### config.mk
export PLATFORM = sky130hd
export DESIGN_NAME = pdv_cfg
export DESIGN_NICKNAME = d
export VERILOG_FILES = /design/src/core/pdv_pkg.sv /design/src/core/pdv_pd_decode.sv /design/src/core/pdv_vin_decode.sv /design/src/core/pdv_cfg.sv
export SDC_FILE = /design/constraint.sdc
export NUM_CORES = 1
export LEC_CHECK = 0
export BUFFER_PORTS_ARGS = -buffer_cell sky130_fd_sc_hd__buf_2
export CAP_MARGIN = 15
export CORE_UTILIZATION = 46
export CTS_BUF_LIST = sky130_fd_sc_hd__clkbuf_2
export DETAILED_ROUTE_END_ITERATION = 6
export GPL_TIMING_DRIVEN = 0
export PLACE_DENSITY = 0.77
export SLEW_MARGIN = 25
export SYNTH_ARGS = -nofsm -noshare
export SYNTH_HDL_FRONTEND = slang
export SYNTH_HIERARCHICAL = 1
export SYNTH_SLANG_ARGS = --single-unit
export TNS_END_PERCENT = 50
### constraint.sdc
create_clock -name clock -period 1.84 [get_ports clock]
set_input_delay 0.552 -clock clock [delete_from_list [all_inputs] [get_ports clock]]
set_output_delay 0.552 -clock clock [all_outputs]
set_load 0.01 [all_outputs]
### src/core/pdv_pkg.sv
// Package of register offsets, field layouts and codes for the pull-down and input monitor bank.
package pdv_pkg;

  // Register map, byte offsets on the internal register port.
  localparam logic [7:0] PDV_ADDR_LINEAR_REG_1TO4_PULLDOWN_CTRL = 8'h13;
  localparam logic [7:0] PDV_ADDR_LINEAR_REG_5_6_REF_BOOST_PULLDOWN_CTRL = 8'h14;
  localparam logic [7:0] PDV_ADDR_SWITCH_AND_INPUT_MONITOR_CTRL = 8'h15;

  // Values loaded at reset and on entering the check-and-load state.
  localparam logic [7:0] PDV_RESET_LINEAR_REG_1TO4 = 8'h00;
  localparam logic [7:0] PDV_RESET_LINEAR_REG_5_6_REF = 8'h00;
  localparam logic [7:0] PDV_RESET_SWITCH_MONITOR = 8'h00;

  // Value returned for an unmapped address.
  localparam logic [7:0] PDV_UNMAPPED_READ = 8'h00;

  // Pull-down select codes shared by all linear regulators and the reference.
  localparam logic [1:0] PDV_PD_SEL_AUTO = 2'h0;
  localparam logic [1:0] PDV_PD_SEL_OFF_A = 2'h1;
  localparam logic [1:0] PDV_PD_SEL_OFF_B = 2'h2;
  localparam logic [1:0] PDV_PD_SEL_FORCED = 2'h3;

  // Field layout of the regulator 1 to 4 register: two bits per regulator.
  localparam int PDV_PD_FIELD_W = 2;
  localparam int PDV_REG14_COUNT = 4;

  // Field layout of the regulator 5, 6, reference and boost register.
  localparam int PDV_REG5_LSB = 0;
  localparam int PDV_REG6_LSB = 2;
  localparam int PDV_DDR_REF_LSB = 4;
  localparam int PDV_BOOST_INHIBIT_BIT = 6;
  localparam logic [7:0] PDV_REG56_WRITE_MASK = 8'h7f;

  // Field layout of the switch and input monitor register.
  localparam int PDV_SWITCH_INPUT_ALWAYS_BIT = 7;
  localparam int PDV_SWITCH_OUTPUT_OFF_BIT = 6;
  localparam int PDV_HYST_LSB = 4;
  localparam int PDV_HYST_W = 2;
  localparam int PDV_THRESH_LSB = 1;
  localparam int PDV_THRESH_W = 3;
  localparam int PDV_MONITOR_EN_BIT = 0;

  // Input monitor figures in millivolts.
  localparam int PDV_MV_W = 9;
  localparam logic [8:0] PDV_HYST_BASE_MV = 9'h064;
  localparam logic [8:0] PDV_HYST_STEP_MV = 9'h064;
  localparam logic [8:0] PDV_THRESH_BASE_MV = 9'h032;
  localparam logic [8:0] PDV_THRESH_STEP_MV = 9'h032;

  // Channel count of the pull-down decoder array: regulators 1 to 6 and the reference.
  localparam int PDV_PD_CHANNELS = 7;

endpackage : pdv_pkg

### src/core/pdv_pd_decode.sv
// One pull-down channel: turns a two-bit select and a live enable into the pull-down level.
`timescale 1ns/1ps
module pdv_pd_decode (
  input wire logic [1:0] sel,
  input wire logic output_enabled,
  output logic pulldown_on
);
  import pdv_pkg::*;

  // Purely combinational so the pull-down follows the enable with no added delay.
  assign pulldown_on = (sel == PDV_PD_SEL_FORCED) |
                       ((sel == PDV_PD_SEL_AUTO) & ~output_enabled);

endmodule : pdv_pd_decode

### src/core/pdv_vin_decode.sv
// Input monitor decode: turns the hysteresis and offset codes into registered millivolt figures.
`timescale 1ns/1ps
module pdv_vin_decode (
  input wire logic clock,
  input wire logic reset,
  input wire logic [pdv_pkg::PDV_HYST_W-1:0] hyst_code,
  input wire logic [pdv_pkg::PDV_THRESH_W-1:0] thresh_code,
  output logic [pdv_pkg::PDV_MV_W-1:0] hyst_mv,
  output logic [pdv_pkg::PDV_MV_W-1:0] thresh_offset_mv
);
  import pdv_pkg::*;

  logic [PDV_MV_W-1:0] hyst_mv_d;
  logic [PDV_MV_W-1:0] hyst_mv_q;
  logic [PDV_MV_W-1:0] thresh_mv_d;
  logic [PDV_MV_W-1:0] thresh_mv_q;
  logic [17:0] hyst_prod;
  logic [17:0] thresh_prod;

  // Both scales are linear, so a base plus code times step replaces a lookup table.
  assign hyst_prod = 18'(hyst_code) * 18'(PDV_HYST_STEP_MV);
  assign thresh_prod = 18'(thresh_code) * 18'(PDV_THRESH_STEP_MV);
  assign hyst_mv_d = PDV_HYST_BASE_MV + hyst_prod[PDV_MV_W-1:0];
  assign thresh_mv_d = PDV_THRESH_BASE_MV + thresh_prod[PDV_MV_W-1:0];

  // The figures are registered; they lag the code by one clock.
  always_ff @(posedge clock) begin
    if (reset) begin
      hyst_mv_q <= PDV_HYST_BASE_MV;
      thresh_mv_q <= PDV_THRESH_BASE_MV;
    end else begin
      hyst_mv_q <= hyst_mv_d;
      thresh_mv_q <= thresh_mv_d;
    end
  end

  assign hyst_mv = hyst_mv_q;
  assign thresh_offset_mv = thresh_mv_q;

endmodule : pdv_vin_decode

### src/core/pdv_cfg.sv
// Pull-down select and input monitor configuration bank of three host registers.
`timescale 1ns/1ps
module pdv_cfg (
  input wire logic clock,
  input wire logic reset,
  input wire logic check_load_entry,
  input wire logic [7:0] reg_addr,
  input wire logic reg_wr_en,
  input wire logic [7:0] reg_wr_data,
  input wire logic reg_rd_en,
  output logic [7:0] reg_rd_data,
  output logic reg_addr_hit,
  input wire logic [5:0] regulator_enable,
  input wire logic ddr_reference_enable,
  input wire logic boost_running,
  input wire logic switch_output_enable,
  output logic [5:0] regulator_pulldown,
  output logic ddr_reference_pulldown,
  output logic boost_pulldown,
  output logic switch_input_detect_en,
  output logic switch_output_detect_en,
  output logic low_input_monitor_enable,
  output logic [pdv_pkg::PDV_HYST_W-1:0] low_input_hysteresis,
  output logic [pdv_pkg::PDV_THRESH_W-1:0] low_input_threshold_offset,
  output logic [pdv_pkg::PDV_MV_W-1:0] low_input_hysteresis_mv,
  output logic [pdv_pkg::PDV_MV_W-1:0] low_input_threshold_offset_mv
);
  import pdv_pkg::*;

  // Stored register contents.
  logic [7:0] linear_reg_1to4_pulldown_ctrl_q;
  logic [7:0] linear_reg_1to4_pulldown_ctrl_d;
  logic [7:0] linear_reg_5_6_ref_boost_pulldown_ctrl_q;
  logic [7:0] linear_reg_5_6_ref_boost_pulldown_ctrl_d;
  logic [7:0] switch_and_input_monitor_ctrl_q;
  logic [7:0] switch_and_input_monitor_ctrl_d;
  logic [7:0] reg_rd_data_q;
  logic [7:0] reg_rd_data_d;

  // Address decode.
  logic hit_reg14;
  logic hit_reg56;
  logic hit_switch;
  logic wr_reg14;
  logic wr_reg56;
  logic wr_switch;

  // Decoded fields.
  logic [1:0] regulator1_pulldown_sel;
  logic [1:0] regulator2_pulldown_sel;
  logic [1:0] regulator3_pulldown_sel;
  logic [1:0] regulator4_pulldown_sel;
  logic [1:0] regulator5_pulldown_sel;
  logic [1:0] regulator6_pulldown_sel;
  logic [1:0] ddr_reference_pulldown_sel;
  logic boost_pulldown_inhibit;
  logic switch_input_detect_always;
  logic switch_output_detect_off;

  // Per-channel select and enable arrays for the decoder loop.
  logic [1:0] chan_sel [PDV_PD_CHANNELS];
  logic [PDV_PD_CHANNELS-1:0] chan_enabled;
  logic [PDV_PD_CHANNELS-1:0] chan_pulldown;

  // Each register answers at its own offset only; other addresses miss.
  assign hit_reg14 = (reg_addr == PDV_ADDR_LINEAR_REG_1TO4_PULLDOWN_CTRL);
  assign hit_reg56 = (reg_addr == PDV_ADDR_LINEAR_REG_5_6_REF_BOOST_PULLDOWN_CTRL);
  assign hit_switch = (reg_addr == PDV_ADDR_SWITCH_AND_INPUT_MONITOR_CTRL);
  assign reg_addr_hit = hit_reg14 | hit_reg56 | hit_switch;

  // Write strobes per register.
  assign wr_reg14 = reg_wr_en & hit_reg14;
  assign wr_reg56 = reg_wr_en & hit_reg56;
  assign wr_switch = reg_wr_en & hit_switch;

  // Next values: check-and-load entry beats a host write in the same cycle, because the
  // power state machine owns the bank while it reloads defaults.
  assign linear_reg_1to4_pulldown_ctrl_d =
    check_load_entry ? PDV_RESET_LINEAR_REG_1TO4 :
    wr_reg14 ? reg_wr_data : linear_reg_1to4_pulldown_ctrl_q;
  assign linear_reg_5_6_ref_boost_pulldown_ctrl_d =
    check_load_entry ? PDV_RESET_LINEAR_REG_5_6_REF :
    wr_reg56 ? (reg_wr_data & PDV_REG56_WRITE_MASK) :
    linear_reg_5_6_ref_boost_pulldown_ctrl_q;
  assign switch_and_input_monitor_ctrl_d =
    check_load_entry ? PDV_RESET_SWITCH_MONITOR :
    wr_switch ? reg_wr_data : switch_and_input_monitor_ctrl_q;

  // Read mux; an unmapped address reads as zero.
  assign reg_rd_data_d =
    !reg_rd_en ? reg_rd_data_q :
    hit_reg14 ? linear_reg_1to4_pulldown_ctrl_q :
    hit_reg56 ? linear_reg_5_6_ref_boost_pulldown_ctrl_q :
    hit_switch ? switch_and_input_monitor_ctrl_q :
    PDV_UNMAPPED_READ;

  // Register storage and read data; reset gives the same defaults as check-and-load.
  always_ff @(posedge clock) begin
    if (reset) begin
      linear_reg_1to4_pulldown_ctrl_q <= PDV_RESET_LINEAR_REG_1TO4;
      linear_reg_5_6_ref_boost_pulldown_ctrl_q <= PDV_RESET_LINEAR_REG_5_6_REF;
      switch_and_input_monitor_ctrl_q <= PDV_RESET_SWITCH_MONITOR;
      reg_rd_data_q <= 8'h00;
    end else begin
      linear_reg_1to4_pulldown_ctrl_q <= linear_reg_1to4_pulldown_ctrl_d;
      linear_reg_5_6_ref_boost_pulldown_ctrl_q <= linear_reg_5_6_ref_boost_pulldown_ctrl_d;
      switch_and_input_monitor_ctrl_q <= switch_and_input_monitor_ctrl_d;
      reg_rd_data_q <= reg_rd_data_d;
    end
  end

  assign reg_rd_data = reg_rd_data_q;

  // Regulator 1 to 4 selects, two bits each from the bottom up.
  assign regulator1_pulldown_sel = linear_reg_1to4_pulldown_ctrl_q[1:0];
  assign regulator2_pulldown_sel = linear_reg_1to4_pulldown_ctrl_q[3:2];
  assign regulator3_pulldown_sel = linear_reg_1to4_pulldown_ctrl_q[5:4];
  assign regulator4_pulldown_sel = linear_reg_1to4_pulldown_ctrl_q[7:6];

  // Regulator 5, 6 and reference selects plus the boost inhibit bit.
  assign regulator5_pulldown_sel =
    linear_reg_5_6_ref_boost_pulldown_ctrl_q[PDV_REG5_LSB +: PDV_PD_FIELD_W];
  assign regulator6_pulldown_sel =
    linear_reg_5_6_ref_boost_pulldown_ctrl_q[PDV_REG6_LSB +: PDV_PD_FIELD_W];
  assign ddr_reference_pulldown_sel =
    linear_reg_5_6_ref_boost_pulldown_ctrl_q[PDV_DDR_REF_LSB +: PDV_PD_FIELD_W];
  assign boost_pulldown_inhibit =
    linear_reg_5_6_ref_boost_pulldown_ctrl_q[PDV_BOOST_INHIBIT_BIT];

  // Switch and input monitor fields.
  assign switch_input_detect_always =
    switch_and_input_monitor_ctrl_q[PDV_SWITCH_INPUT_ALWAYS_BIT];
  assign switch_output_detect_off =
    switch_and_input_monitor_ctrl_q[PDV_SWITCH_OUTPUT_OFF_BIT];
  assign low_input_hysteresis =
    switch_and_input_monitor_ctrl_q[PDV_HYST_LSB +: PDV_HYST_W];
  assign low_input_threshold_offset =
    switch_and_input_monitor_ctrl_q[PDV_THRESH_LSB +: PDV_THRESH_W];
  assign low_input_monitor_enable =
    switch_and_input_monitor_ctrl_q[PDV_MONITOR_EN_BIT];

  // Channel arrays: indices 0 to 5 are regulators 1 to 6, index 6 is the reference.
  assign chan_sel[0] = regulator1_pulldown_sel;
  assign chan_sel[1] = regulator2_pulldown_sel;
  assign chan_sel[2] = regulator3_pulldown_sel;
  assign chan_sel[3] = regulator4_pulldown_sel;
  assign chan_sel[4] = regulator5_pulldown_sel;
  assign chan_sel[5] = regulator6_pulldown_sel;
  assign chan_sel[6] = ddr_reference_pulldown_sel;
  assign chan_enabled = {ddr_reference_enable, regulator_enable};

  // One decoder per channel; the same code table serves all seven outputs, and the
  // decode stays combinational so a disabled output is pulled down at once.
  for (genvar ch = 0; ch < PDV_PD_CHANNELS; ch++) begin : g_pd
    pdv_pd_decode u_pd (
      .sel(chan_sel[ch]),
      .output_enabled(chan_enabled[ch]),
      .pulldown_on(chan_pulldown[ch])
    );
  end

  // Regulators 1 to 4 and 5, 6 with the reference come out of the shared decoder.
  assign regulator_pulldown = chan_pulldown[5:0];
  assign ddr_reference_pulldown = chan_pulldown[6];

  // The boost bit is inverted: a set bit keeps the pull-down off while the boost is off.
  assign boost_pulldown = ~boost_running & ~boost_pulldown_inhibit;

  // Switch-input detector: tied to the output switch unless forced always on.
  assign switch_input_detect_en = switch_input_detect_always | switch_output_enable;

  // Switch-output detector runs unless software turns it off.
  assign switch_output_detect_en = ~switch_output_detect_off;

  // Millivolt figures for the analog trim, registered inside the decoder.
  pdv_vin_decode u_vin (
    .clock(clock),
    .reset(reset),
    .hyst_code(low_input_hysteresis),
    .thresh_code(low_input_threshold_offset),
    .hyst_mv(low_input_hysteresis_mv),
    .thresh_offset_mv(low_input_threshold_offset_mv)
  );

endmodule : pdv_cfg

=== After elaboration in Yosys (flattened, before gate mapping) ===
Cells that the tools add are included.

* Register bits after elaboration: 49
* Output and inout port bits: 43
* Logic and storage cells: 62

* Bitwise logic cells: 31
* Add/subtract/negate cells: 2
* Multiply operators: 2
* Equal/unequal tests: 10
* Reductions and logical operators: 8
* Muxes and demuxes: 3

{| class="wikitable"
|+ Operators by type and width
! kind !! number
|-
| == test 8 x 5 -> 1 bit, second input constant || 3
|-
| two-way mux 8 bit || 3
|-
| == test 2 bit, second input constant || 7
|-
| zero test 2 bit || 7
|-
| AND 1 bit || 11
|-
| inverter 1 bit || 10
|-
| OR 1 bit || 10
|-
| adder 6 x 9 -> 9 bit, first input constant || 1
|-
| adder 7 x 9 -> 9 bit, first input constant || 1
|-
| multiplier 3 x 5 -> 8 bit, second input constant || 1
|-
| multiplier 2 x 5 -> 7 bit, second input constant || 1
|-
| OR reduction 2 bit || 1
|}

=== Longest topological paths before layout ===
Gate-level depths: netlist of the first run.

* Depth in word-level cells: 4
* Depth in mapped cells: 8

=== Modules after synthesis ===
The synthesis of the first run kept the hierarchy.

{| class="wikitable"
|+ By module, submodules not included
! module !! area each (µm²) !! cells an instance !! instances
|-
| pdv_cfg || 1338.8 || 158 || 1
|-
| pdv_vin_decode || 669.4 || 66 || 1
|-
| pdv_pd_decode || 12.5 || 2 || 7
|}

=== Least setup slack after synthesis of the first run ===
No wires, ideal clock.

* Path type: flip-flop to flip-flop
* Start: register switch_and_input_monitor_ctrl_q[2]
* End: register u_vin.thresh_mv_q[7], in the netlist u_vin/thresh_offset_mv[7]
* Path slack: 122 ps
* Data arrival time: 1596 ps
* Stages on the path, launching flop included: 8
* Setup time: 121 ps
* Cell sequence: dfxtp_1 -> inv_1 -> ha_1 -> inv_1 -> ha_1 -> ha_1 -> nor2b_1 -> mux2_4

* Word-level cells in the longest chain between the ends: 2

{| class="wikitable"
|+ RTL lines
! element !! line !! text
|-
| start, declared || pdv_cfg.sv:35 || <nowiki>logic [7:0] switch_and_input_monitor_ctrl_q;</nowiki>
|-
| start signal, assigned || pdv_cfg.sv:107 || <nowiki>switch_and_input_monitor_ctrl_q <= switch_and_input_monitor_ctrl_d;</nowiki>
|-
| multiplier 3 x 5 -> 8 bit || pdv_vin_decode.sv:22 || <nowiki>assign thresh_prod = 18'(thresh_code) * 18'(PDV_THRESH_STEP_MV);</nowiki>
|-
| adder 6 x 9 -> 9 bit || pdv_vin_decode.sv:24 || <nowiki>assign thresh_mv_d = PDV_THRESH_BASE_MV + thresh_prod[PDV_MV_W-1:0];</nowiki>
|-
| end signal, assigned || pdv_vin_decode.sv:33 || <nowiki>thresh_mv_q <= thresh_mv_d;</nowiki>
|-
| end, declared || pdv_vin_decode.sv:16 || <nowiki>logic [PDV_MV_W-1:0] thresh_mv_q;</nowiki>
|}

No other way between the ends.
A chain may end at the register's enable or synchronous reset.

=== Worst setup path in the final report of the first run ===
* Start: input port reg_addr[1]
* End: output port reg_addr_hit

* Word-level cells in the longest chain between the ends: 3

{| class="wikitable"
|+ RTL lines
! element !! line !! text
|-
| start, declared || pdv_cfg.sv:7 || <nowiki>input wire logic [7:0] reg_addr,</nowiki>
|-
| == test 8 x 5 -> 1 bit (on tied branches) || pdv_cfg.sv:66, pdv_cfg.sv:67 ||
|-
| OR 1 bit || pdv_cfg.sv:69 || <nowiki>assign reg_addr_hit = hit_reg14 | hit_reg56 | hit_switch;</nowiki>
|-
| OR 1 bit * || pdv_cfg.sv:69 ||
|-
| end, declared || pdv_cfg.sv:12 || <nowiki>output logic reg_addr_hit,</nowiki>
|}

Mark *: on every way between the ends. The rest lies on a longest branch, timed or not.

==> results.txt, run 1 <==
status: complete, no violations
nets: 364
number of top-level pins: 73
filler-free cell count of the finished design: 375
largest net degree at the start of global routing: 15
drt via density: 5.19
CTS Buf Count: 5
Max-Slew Margin vs Limit: 65.1%
# port buffers: 69
beginning of the critical path: reg_addr[1]
Synthesis Warnings: 6
final core utilization: 61.8%
routed len/inst: 13.3 µm
post-synth cell types: 36
P per Cell Area: 629 mW/mm²
Antenna Nets Post-Route: 0
number of global-route vias before repair: 1,691
Yosys top cell area share: 43.0%
Routed WL: 5000 µm
Final min period: 1.80 ns
Post-synth EDFFs: 0
drt pass-1 iters: 4
Final Skew: 0.0152 ns
FMAX: 0.557 GHz
WP data required: 1.29 ns
largest cells by area after synthesis: dfxtp_1 (43%), ha_1 (7.2%), nand3_1 (6.0%)
global route total overflow: 0
worst vdd ir: 0.378 mV
crit-path max cell delay: 0.27 ns
Setup-failing EPs final: 0
Post-synth ARST share: 0%
worst flop-to-flop path startpoint: switch_and_input_monitor_ctrl_q[2]
Buf+Inv Stages, Crit Path: 2
clock slew at reported path FFs: 0.24 ns
placed cell area: 0.00251 mm²
Worst-Skew Late Latency: 0.41 ns
Final Instance Area: 0.00269 mm²
core area: 0.00435 mm²
Worst Hold Slack: 0.359 ns
vias: 1,946
Hold Crit Start: reg_wr_data[7]
initial DRC count: 105
Inst Count DP: 361
syn_area_per_cell: 8.81 µm²
static leakage: 0.00127 µW
GPL Wtd Cong: 0.812
worst path cell trace: buf_2 > nand2b_2 > a21oi_2 > buf_2
share of layout cells above drive strength 1: 39.0%
Tot Pwr: 1690 µW
H-tree depth: 2
root buffer cell: clkbuf_2
Critical Path Slowest Stage Cell: nand2b_2
unrepaired setup endpoints after global routing: true
period utilisation layout: 97.6%
R2R depth: 8
Layout area overhead: 28.4%
dominant synthesized flop cell: dfxtp_1
die width: 69.5 µm
number of cell rows: 24
total global-route track usage: 21.0%
Fin. Hold Viols: 0
Startpoint Class: input port
Ant. Diodes: 0
Least-Margin Pin Slew: 0.523 ns
sequential-to-total area share from yosys stat: 43.0%
starting density of the core: 48.1%
crit path max fanout: 8
crit path capture type: output port
CTS tree: yes
max_cap viols: 0
Post-Synthesis Cells: 238
worst hold path class: input port to flop
final slew viol count: 0
Clock Sinks: 45
critical path class: input port to output port
die area: 0.00483 mm²
CP delay by family, top: simple AND/OR/NAND/NOR gates
Yosys reg bits: 45
first-pass GRT wire length: 7990 µm
Syn Std Cell Area: 0.00210 mm²
CP dominant cell by count: buf_2
CTS Buffer Depth: 2
WHS Path Cells: 3
Die H: 69.5 µm
Crit path depth: 4
Worst EP arrival: 1.24 ns
post-route DRC violation count: 0
HPWL Detailed: 3560 µm
initial antenna violation count: 0
Synth area leader: dfxtp_1
## tightest hold or removal path, cell delays in order
cell and delay, ns:
buf_2 0.09, nand2_1 0.07, o21ai_1 0.05
## power breakdown
part	switching (µW)	leakage (µW)	internal (µW)
Combinational	88.9	0.000860	75.9
Clock	320	0.0000366	225
Sequential	3.90	0.000371	980
## per-layer routing
metal  wire length, µm  share of wire, %  track usage [%]  up-vias
li1                  -                 -                -      983
met1              2270                45             28.1      882
met2              2330                47             33.1       74
met3               340               6.8             5.23        7
met4                67               1.3             6.80        0
met5                 0                 0                0        -
## cells in the mapped netlist (2+ instances only)
master / n
nand2b_1: 5
a21o_1: 8
ha_1: 12
o22ai_1: 7
xor2_1: 2
inv_1: 7
dfxtp_1: 45
nor3_1: 14
clkbuf_1: 6
or2_2: 2
nand3_1: 25
nand2_1: 11
o21ai_1: 8
o21ai_0: 16
nor2b_1: 7
buf_2: 2
nor2_1: 25
mux2i_1: 7
buf_4: 10
a21oi_1: 2
nand4_2: 2
## stage by stage
stage | TNS, ns | setup slack (ns)
2_1_floorplan | 0 | 0.122
3_3_place_gp | -0.228 | -0.131
3_5_place_dp | -0.311 | -0.139
4_1_cts | 0 | 0.0101
5_1_grt | -0.0209 | -0.0204
6_report | 0 | 0.0434
## worst paths after layout
check                                  endpoint  slack (ns)
min reg2reg  switch_and_input_monitor_ctrl_q[6]        0.50
max                                reg_addr_hit        0.04
min          switch_and_input_monitor_ctrl_q[7]        0.36
max reg2reg           u_vin/thresh_offset_mv[8]        0.06
## registers in the layout (all words and copies together), names as in the netlist
| name | flops |
|---|---|
| linear_reg_1to4_pulldown_ctrl_q | 8 |
| u_vin/hyst_mv | 6 |
| u_vin/thresh_offset_mv | 8 |
| switch_and_input_monitor_ctrl_q | 8 |
| linear_reg_5_6_ref_boost_pulldown_ctrl_q | 7 |
| reg_rd_data | 8 |
## layout make-up
type / instances / area (µm²)
clock inverter: 3 / 41.3
inverter: 7 / 26.3
multi-input combinational: 169 / 1090
buffer: 18 / 123
tap: 52 / 65.1
sequential: 45 / 922
timing repair buffer: 76 / 398
fill: 380 / 1660
clock buffer: 5 / 25.0
## repair_timing
item,in CTS,in global routing
endpoints found under the setup margin,3,12
setup buffers,1,6
hold endpoints to repair,0,0
pin swaps,1,2
hold buffers,0,0
gates resized for setup,5,20
## placed cells by master, fill, tap and decap left out, drive strengths merged, types with 2 or more instances in the layout
| cell | instances |
|---|---|
| buf | 89 |
| dfxtp | 45 |
| nor2 | 25 |
| nand3 | 25 |
| o21ai | 24 |
| nor3 | 14 |
| ha | 12 |
| nand2 | 11 |
| clkbuf | 10 |
| a21o | 8 |
| inv | 7 |
| mux2i | 7 |
| o22ai | 7 |
| nor2b | 7 |
| nand2b | 5 |
| conb | 3 |
| nand4 | 3 |
| nor3b | 3 |
| or2 | 2 |
| xor2 | 2 |
| a21oi | 2 |
| a211oi | 2 |
## kinds of logic (layout without fill, tap and decap cells)
family	after synthesis	after routing	share of synthesized area (%)
simple gates	99	99	24.8
other cells	1	3	0.179
fa+ha+maj	12	12	7.16
buf+inv	26	109	6.93
flops	45	45	43.0
mux	8	8	4.06
compound gates	44	44	12.7
xor+xnor	3	3	1.25
(Power assumes the default switching activity.)
==> inputs of run 2 (changes only) <==
==> constraint.sdc (replaced) <==
create_clock -name clock -period 1.84 [get_ports clock]
set_input_delay 0.184 -clock clock [delete_from_list [all_inputs] [get_ports clock]]
set_output_delay 0.184 -clock clock [all_outputs]
set_load 0.01 [all_outputs]
==> results.txt, run 2 (same netlist as run 1, synthesis figures left out) <==
status: complete, no violations
critical path class: flop to flop
die width: 69.5 µm
final slew viol count: 0
static leakage: 0.00123 µW
number of top-level pins: 73
Setup-failing EPs final: 0
Die H: 69.5 µm
filler-free cell count of the finished design: 372
# port buffers: 69
R2R Setup Slk: 0.04 ns
vias: 1,940
Worst-Skew Late Latency: 0.42 ns
max_cap viols: 0
Fin. Hold Viols: 0
Final min period: 1.80 ns
first-pass GRT wire length: 8000 µm
clock slew at reported path FFs: 0.24 ns
drt pass-1 iters: 5
crit path capture type: flop
Clock Sinks: 45
crit path max fanout: 5
clock network fraction of total power: 32.6%
FMAX: 0.556 GHz
total global-route track usage: 21.0%
crit-path max cell delay: 0.42 ns
P per Cell Area: 647 mW/mm²
most frequent cells in the layout: buf_2 (71), dfxtp_1 (43), nor2_1 (25), nand3_1 (25), o21ai_0 (16)
CTS tree: yes
unrepaired setup endpoints after global routing: false
worst path cell trace: inv_1 > ha_1 > inv_1 > ha_1 > ha_1 > nand2_1 > a211oi_1 > nor3b_2
worst vdd ir: 0.383 mV
initial DRC count: 79
number of cell rows: 24
Sw Ratio: 24.6%
share of layout cells above drive strength 1: 31.9%
sw power: 417 µW
fillers: 397
Worst EP arrival: 2.11 ns
global route total overflow: 0
CP delay by family, top: adder cells
die area: 0.00483 mm²
Startpoint Class: flop
CP dominant cell by count: ha_1
Inst Count DP: 361
setup ws final: 0.0415 ns
nets: 361
HPWL Detailed: 3560 µm
drt via density: 5.22
core area: 0.00435 mm²
Ant. Diodes: 0
root buffer cell: clkbuf_2
post-route DRC violation count: 0
Place WS: -0.0186 ns
starting density of the core: 48.1%
Buf+Inv Stages, Crit Path: 2
number of global-route vias before repair: 1,697
final core utilization: 60.1%
Max-Slew Margin vs Limit: 64.6%
share of power burned in registers: 58.2%
Critical Path Slowest Stage Cell: dfxtp_4
initial antenna violation count: 0
Least-Margin Pin Slew: 0.531 ns
H-tree depth: 2
CTS Buffer Depth: 2
Worst Hold Slack: 0.0156 ns
Layout area overhead: 24.9%
register area: 906 µm²
Gate power share: 9.2%
Sum Neg Setup Slack: 0 ns
leading cell type in the layout, fill and taps excluded: buf_2
Final Skew: 0.0172 ns
worst hold path class: input port to flop
footprint of the multi-input gates: 0.00106 mm²
Antenna Nets Post-Route: 0
largest net degree at the start of global routing: 15
WP data required: 2.15 ns
routed len/inst: 13.2 µm
internal power: 1280 µW
GPL Wtd Cong: 0.812
CTS Buf Count: 5
period utilisation layout: 97.7%
Routed WL: 4890 µm
-- run 2: changes by cell type in the layout (fill, tap and decap cells not counted), moves of 2 or more --
cell	change
dlygate4sd3_1	+2
nor3_2	-4
dfxtp_2	-10
dfxtp_1	+11
nor3_1	+4
buf_4	-5
-- run 2: timing repair --
item                       4_1_cts  5_1_grt
setup buffers                    0        1
hold endpoints to repair         3        0
setup endpoints to repair        2        2
pin swaps                        0        0
hold buffers                     2        0
gates resized for setup          2        2
-- run 2: final timing paths --
| check | startpoint | end | cells past startpoint |
|---|---|---|---|
| max reg2reg | switch_and_input_monitor_ctrl_q[2] | u_vin/thresh_offset_mv[8] | 8 |
| min | reg_wr_data[6] | switch_and_input_monitor_ctrl_q[6] | 3 |
| min reg2reg | switch_and_input_monitor_ctrl_q[6] | switch_and_input_monitor_ctrl_q[6] | 2 |
| max | switch_and_input_monitor_ctrl_q[2] | u_vin/thresh_offset_mv[8] | 8 |
-- run 2: power by group through the flow --
stage	clock network (µW)	logic [µW]	registers [µW]
after global placement	0	149	1010
after detailed placement	0	152	1010
after global routing	594	173	987
final	552	156	986
after CTS	552	156	985
after floorplan	0	81.1	1010
-- run 2: area by class of cell --
cell class / count / share of cell area [%]
plain buffers: 19 / 4.54
flip-flops and latches: 45 / 34.6
inverters: 7 / 1.00
repair buffers: 72 / 14.2
well taps: 52 / 2.49
multi-input cells: 169 / 40.6
clock buffers: 5 / 0.956
clock inverters: 3 / 1.58
-- run 2: worst register-to-register path, stage by stage, from the launching register on --
cell and delay, ns:
dfxtp_4 0.42, inv_1 0.07, ha_1 0.27, inv_1 0.04, ha_1 0.19, ha_1 0.31, nand2_1 0.07, a211oi_1 0.25
nor3b_2 0.08
-- run 2: metal layers --
layer  track usage [%]  share of wire, %
met5                 0                 0
met4              6.80               1.4
met3              5.09               7.9
met2              33.2                45
met1              28.2                46
-- run 2: per-stage QoR --
step	total power, µW	area (µm²)
final	1690	2620
after CTS	1690	2600
after global placement	1150	2510
after floorplan	1090	2100
after detailed placement	1160	2510
after global routing	1750	2620
==> inputs of run 3 (changes only) <==
Settings changed: CORE_ASPECT_RATIO set to 0.7.
==> results.txt, run 3 (same netlist as run 1, synthesis figures left out) <==
Layout area overhead: 23.8%
nets: 360
root buffer cell: clkbuf_2
FMAX: 0.575 GHz
worst vdd ir: 0.247 mV
leading cell type in the layout, fill and taps excluded: buf_2
initial antenna violation count: 0
status: complete, no violations
WP data required: 2.13 ns
period utilisation layout: 94.4%
number of top-level pins: 73
CTS tree: yes
clock slew at reported path FFs: 0.22 ns
Buf+Inv Stages, Crit Path: 2
P per Cell Area: 589 mW/mm²
GPL Wtd Cong: 0.860
starting density of the core: 48.1%
Startpoint Class: flop
drt via density: 5.08
setup ws final: 0.102 ns
worst path cell trace: inv_1 > ha_1 > inv_1 > ha_1 > ha_1 > nand2_1 > a211oi_2 > nor3b_2
max_cap viols: 0
most frequent cells in the layout: buf_2 (71), dfxtp_1 (42), nor2_1 (25), nand3_1 (25), o21ai_0 (15)
largest net degree at the start of global routing: 15
Final min period: 1.74 ns
Ant. Diodes: 0
crit path capture type: flop
worst hold path class: input port to flop
# port buffers: 69
final slew viol count: 0
Clock Sinks: 45
CTS Buffer Depth: 2
HPWL Detailed: 3750 µm
Sum Neg Setup Slack: 0 ns
Final Skew: 0.0125 ns
Worst-Skew Late Latency: 0.40 ns
die area: 0.00483 mm²
number of cell rows: 20
total global-route track usage: 21.9%
Critical Path Slowest Stage Cell: dfxtp_4
routed len/inst: 13.0 µm
CP delay by family, top: adder cells
die width: 82.7 µm
Antenna Nets Post-Route: 0
crit-path max cell delay: 0.41 ns
Setup-failing EPs final: 0
footprint of the multi-input gates: 0.00107 mm²
Worst EP arrival: 2.03 ns
CP dominant cell by count: ha_1
Fin. Hold Viols: 0
share of layout cells above drive strength 1: 32.6%
initial DRC count: 89
drt pass-1 iters: 4
static leakage: 0.00122 µW
H-tree depth: 2
vias: 1,901
Routed WL: 4850 µm
post-route DRC violation count: 0
critical path class: flop to flop
register area: 907 µm²
number of global-route vias before repair: 1,652
global route total overflow: 0
Die H: 58.5 µm
unrepaired setup endpoints after global routing: false
crit path max fanout: 5
fillers: 425
Place WS: 0.00686 ns
first-pass GRT wire length: 7830 µm
core area: 0.00435 mm²
Tot Pwr: 1530 µW
CTS Buf Count: 5
run 3: metrics by stage:
stage | area [µm²] | instances | hold slack, ns | utilization, %
after floorplan | 2100 | 240 | 0.256 | -
after global placement | 2520 | 364 | 0.449 | 57.8
after detailed placement | 2520 | 364 | 0.471 | 57.8
after CTS | 2560 | 372 | 0.00516 | 58.8
after global routing | 2590 | 374 | 0.00784 | 59.6
final | 2590 | 374 | 0.0389 | 59.6
run 3: area by class of cell:
| class | instances | share of cell area (%) |
|---|---|---|
| multi-input cells | 169 | 41.1 |
| flip-flops and latches | 45 | 35.0 |
| repair buffers | 71 | 14.0 |
| plain buffers | 19 | 4.58 |
| well taps | 55 | 2.65 |
| inverters | 7 | 1.01 |
| clock buffers | 5 | 0.965 |
| clock inverters | 3 | 0.675 |
run 3: tightest hold or removal path: stages:
cell	delay, ns
buf_2	0.09
nand2_1	0.07
o21ai_0	0.07
run 3: report_power, final:
group | internal, µW | switching, µW | total (µW)
combinational | 69.1 | 82.7 | 152
clock | 90.1 | 303 | 393
sequential | 981 | 3.22 | 984
total | 1140 | 389 | 1530
run 3: per-layer routing:
metal  global-route usage (%)  wire length [µm]
met1                     33.1              2430
met2                     30.7              1980
met3                     4.65               398
met4                     6.65                38
met5                        0                 0
run 3: worst paths after layout:
check,startpoint,to,slack (ns),cells after the start
worst max-delay path,switch_and_input_monitor_ctrl_q[2],u_vin/thresh_offset_mv[8],0.10,8
worst min-delay path,reg_wr_data[6],linear_reg_5_6_ref_boost_pulldown_ctrl_q[6],0.04,3
worst max register to register,switch_and_input_monitor_ctrl_q[2],u_vin/thresh_offset_mv[8],0.10,8
worst min register to register,switch_and_input_monitor_ctrl_q[6],switch_and_input_monitor_ctrl_q[6],0.51,2
run 3: repair_timing:
action	4_1_cts	5_1_grt
endpoints found under the hold margin	0	2
buffers inserted	0	1
resized for setup	1	6
setup endpoints to repair	2	2
hold buffers	0	1
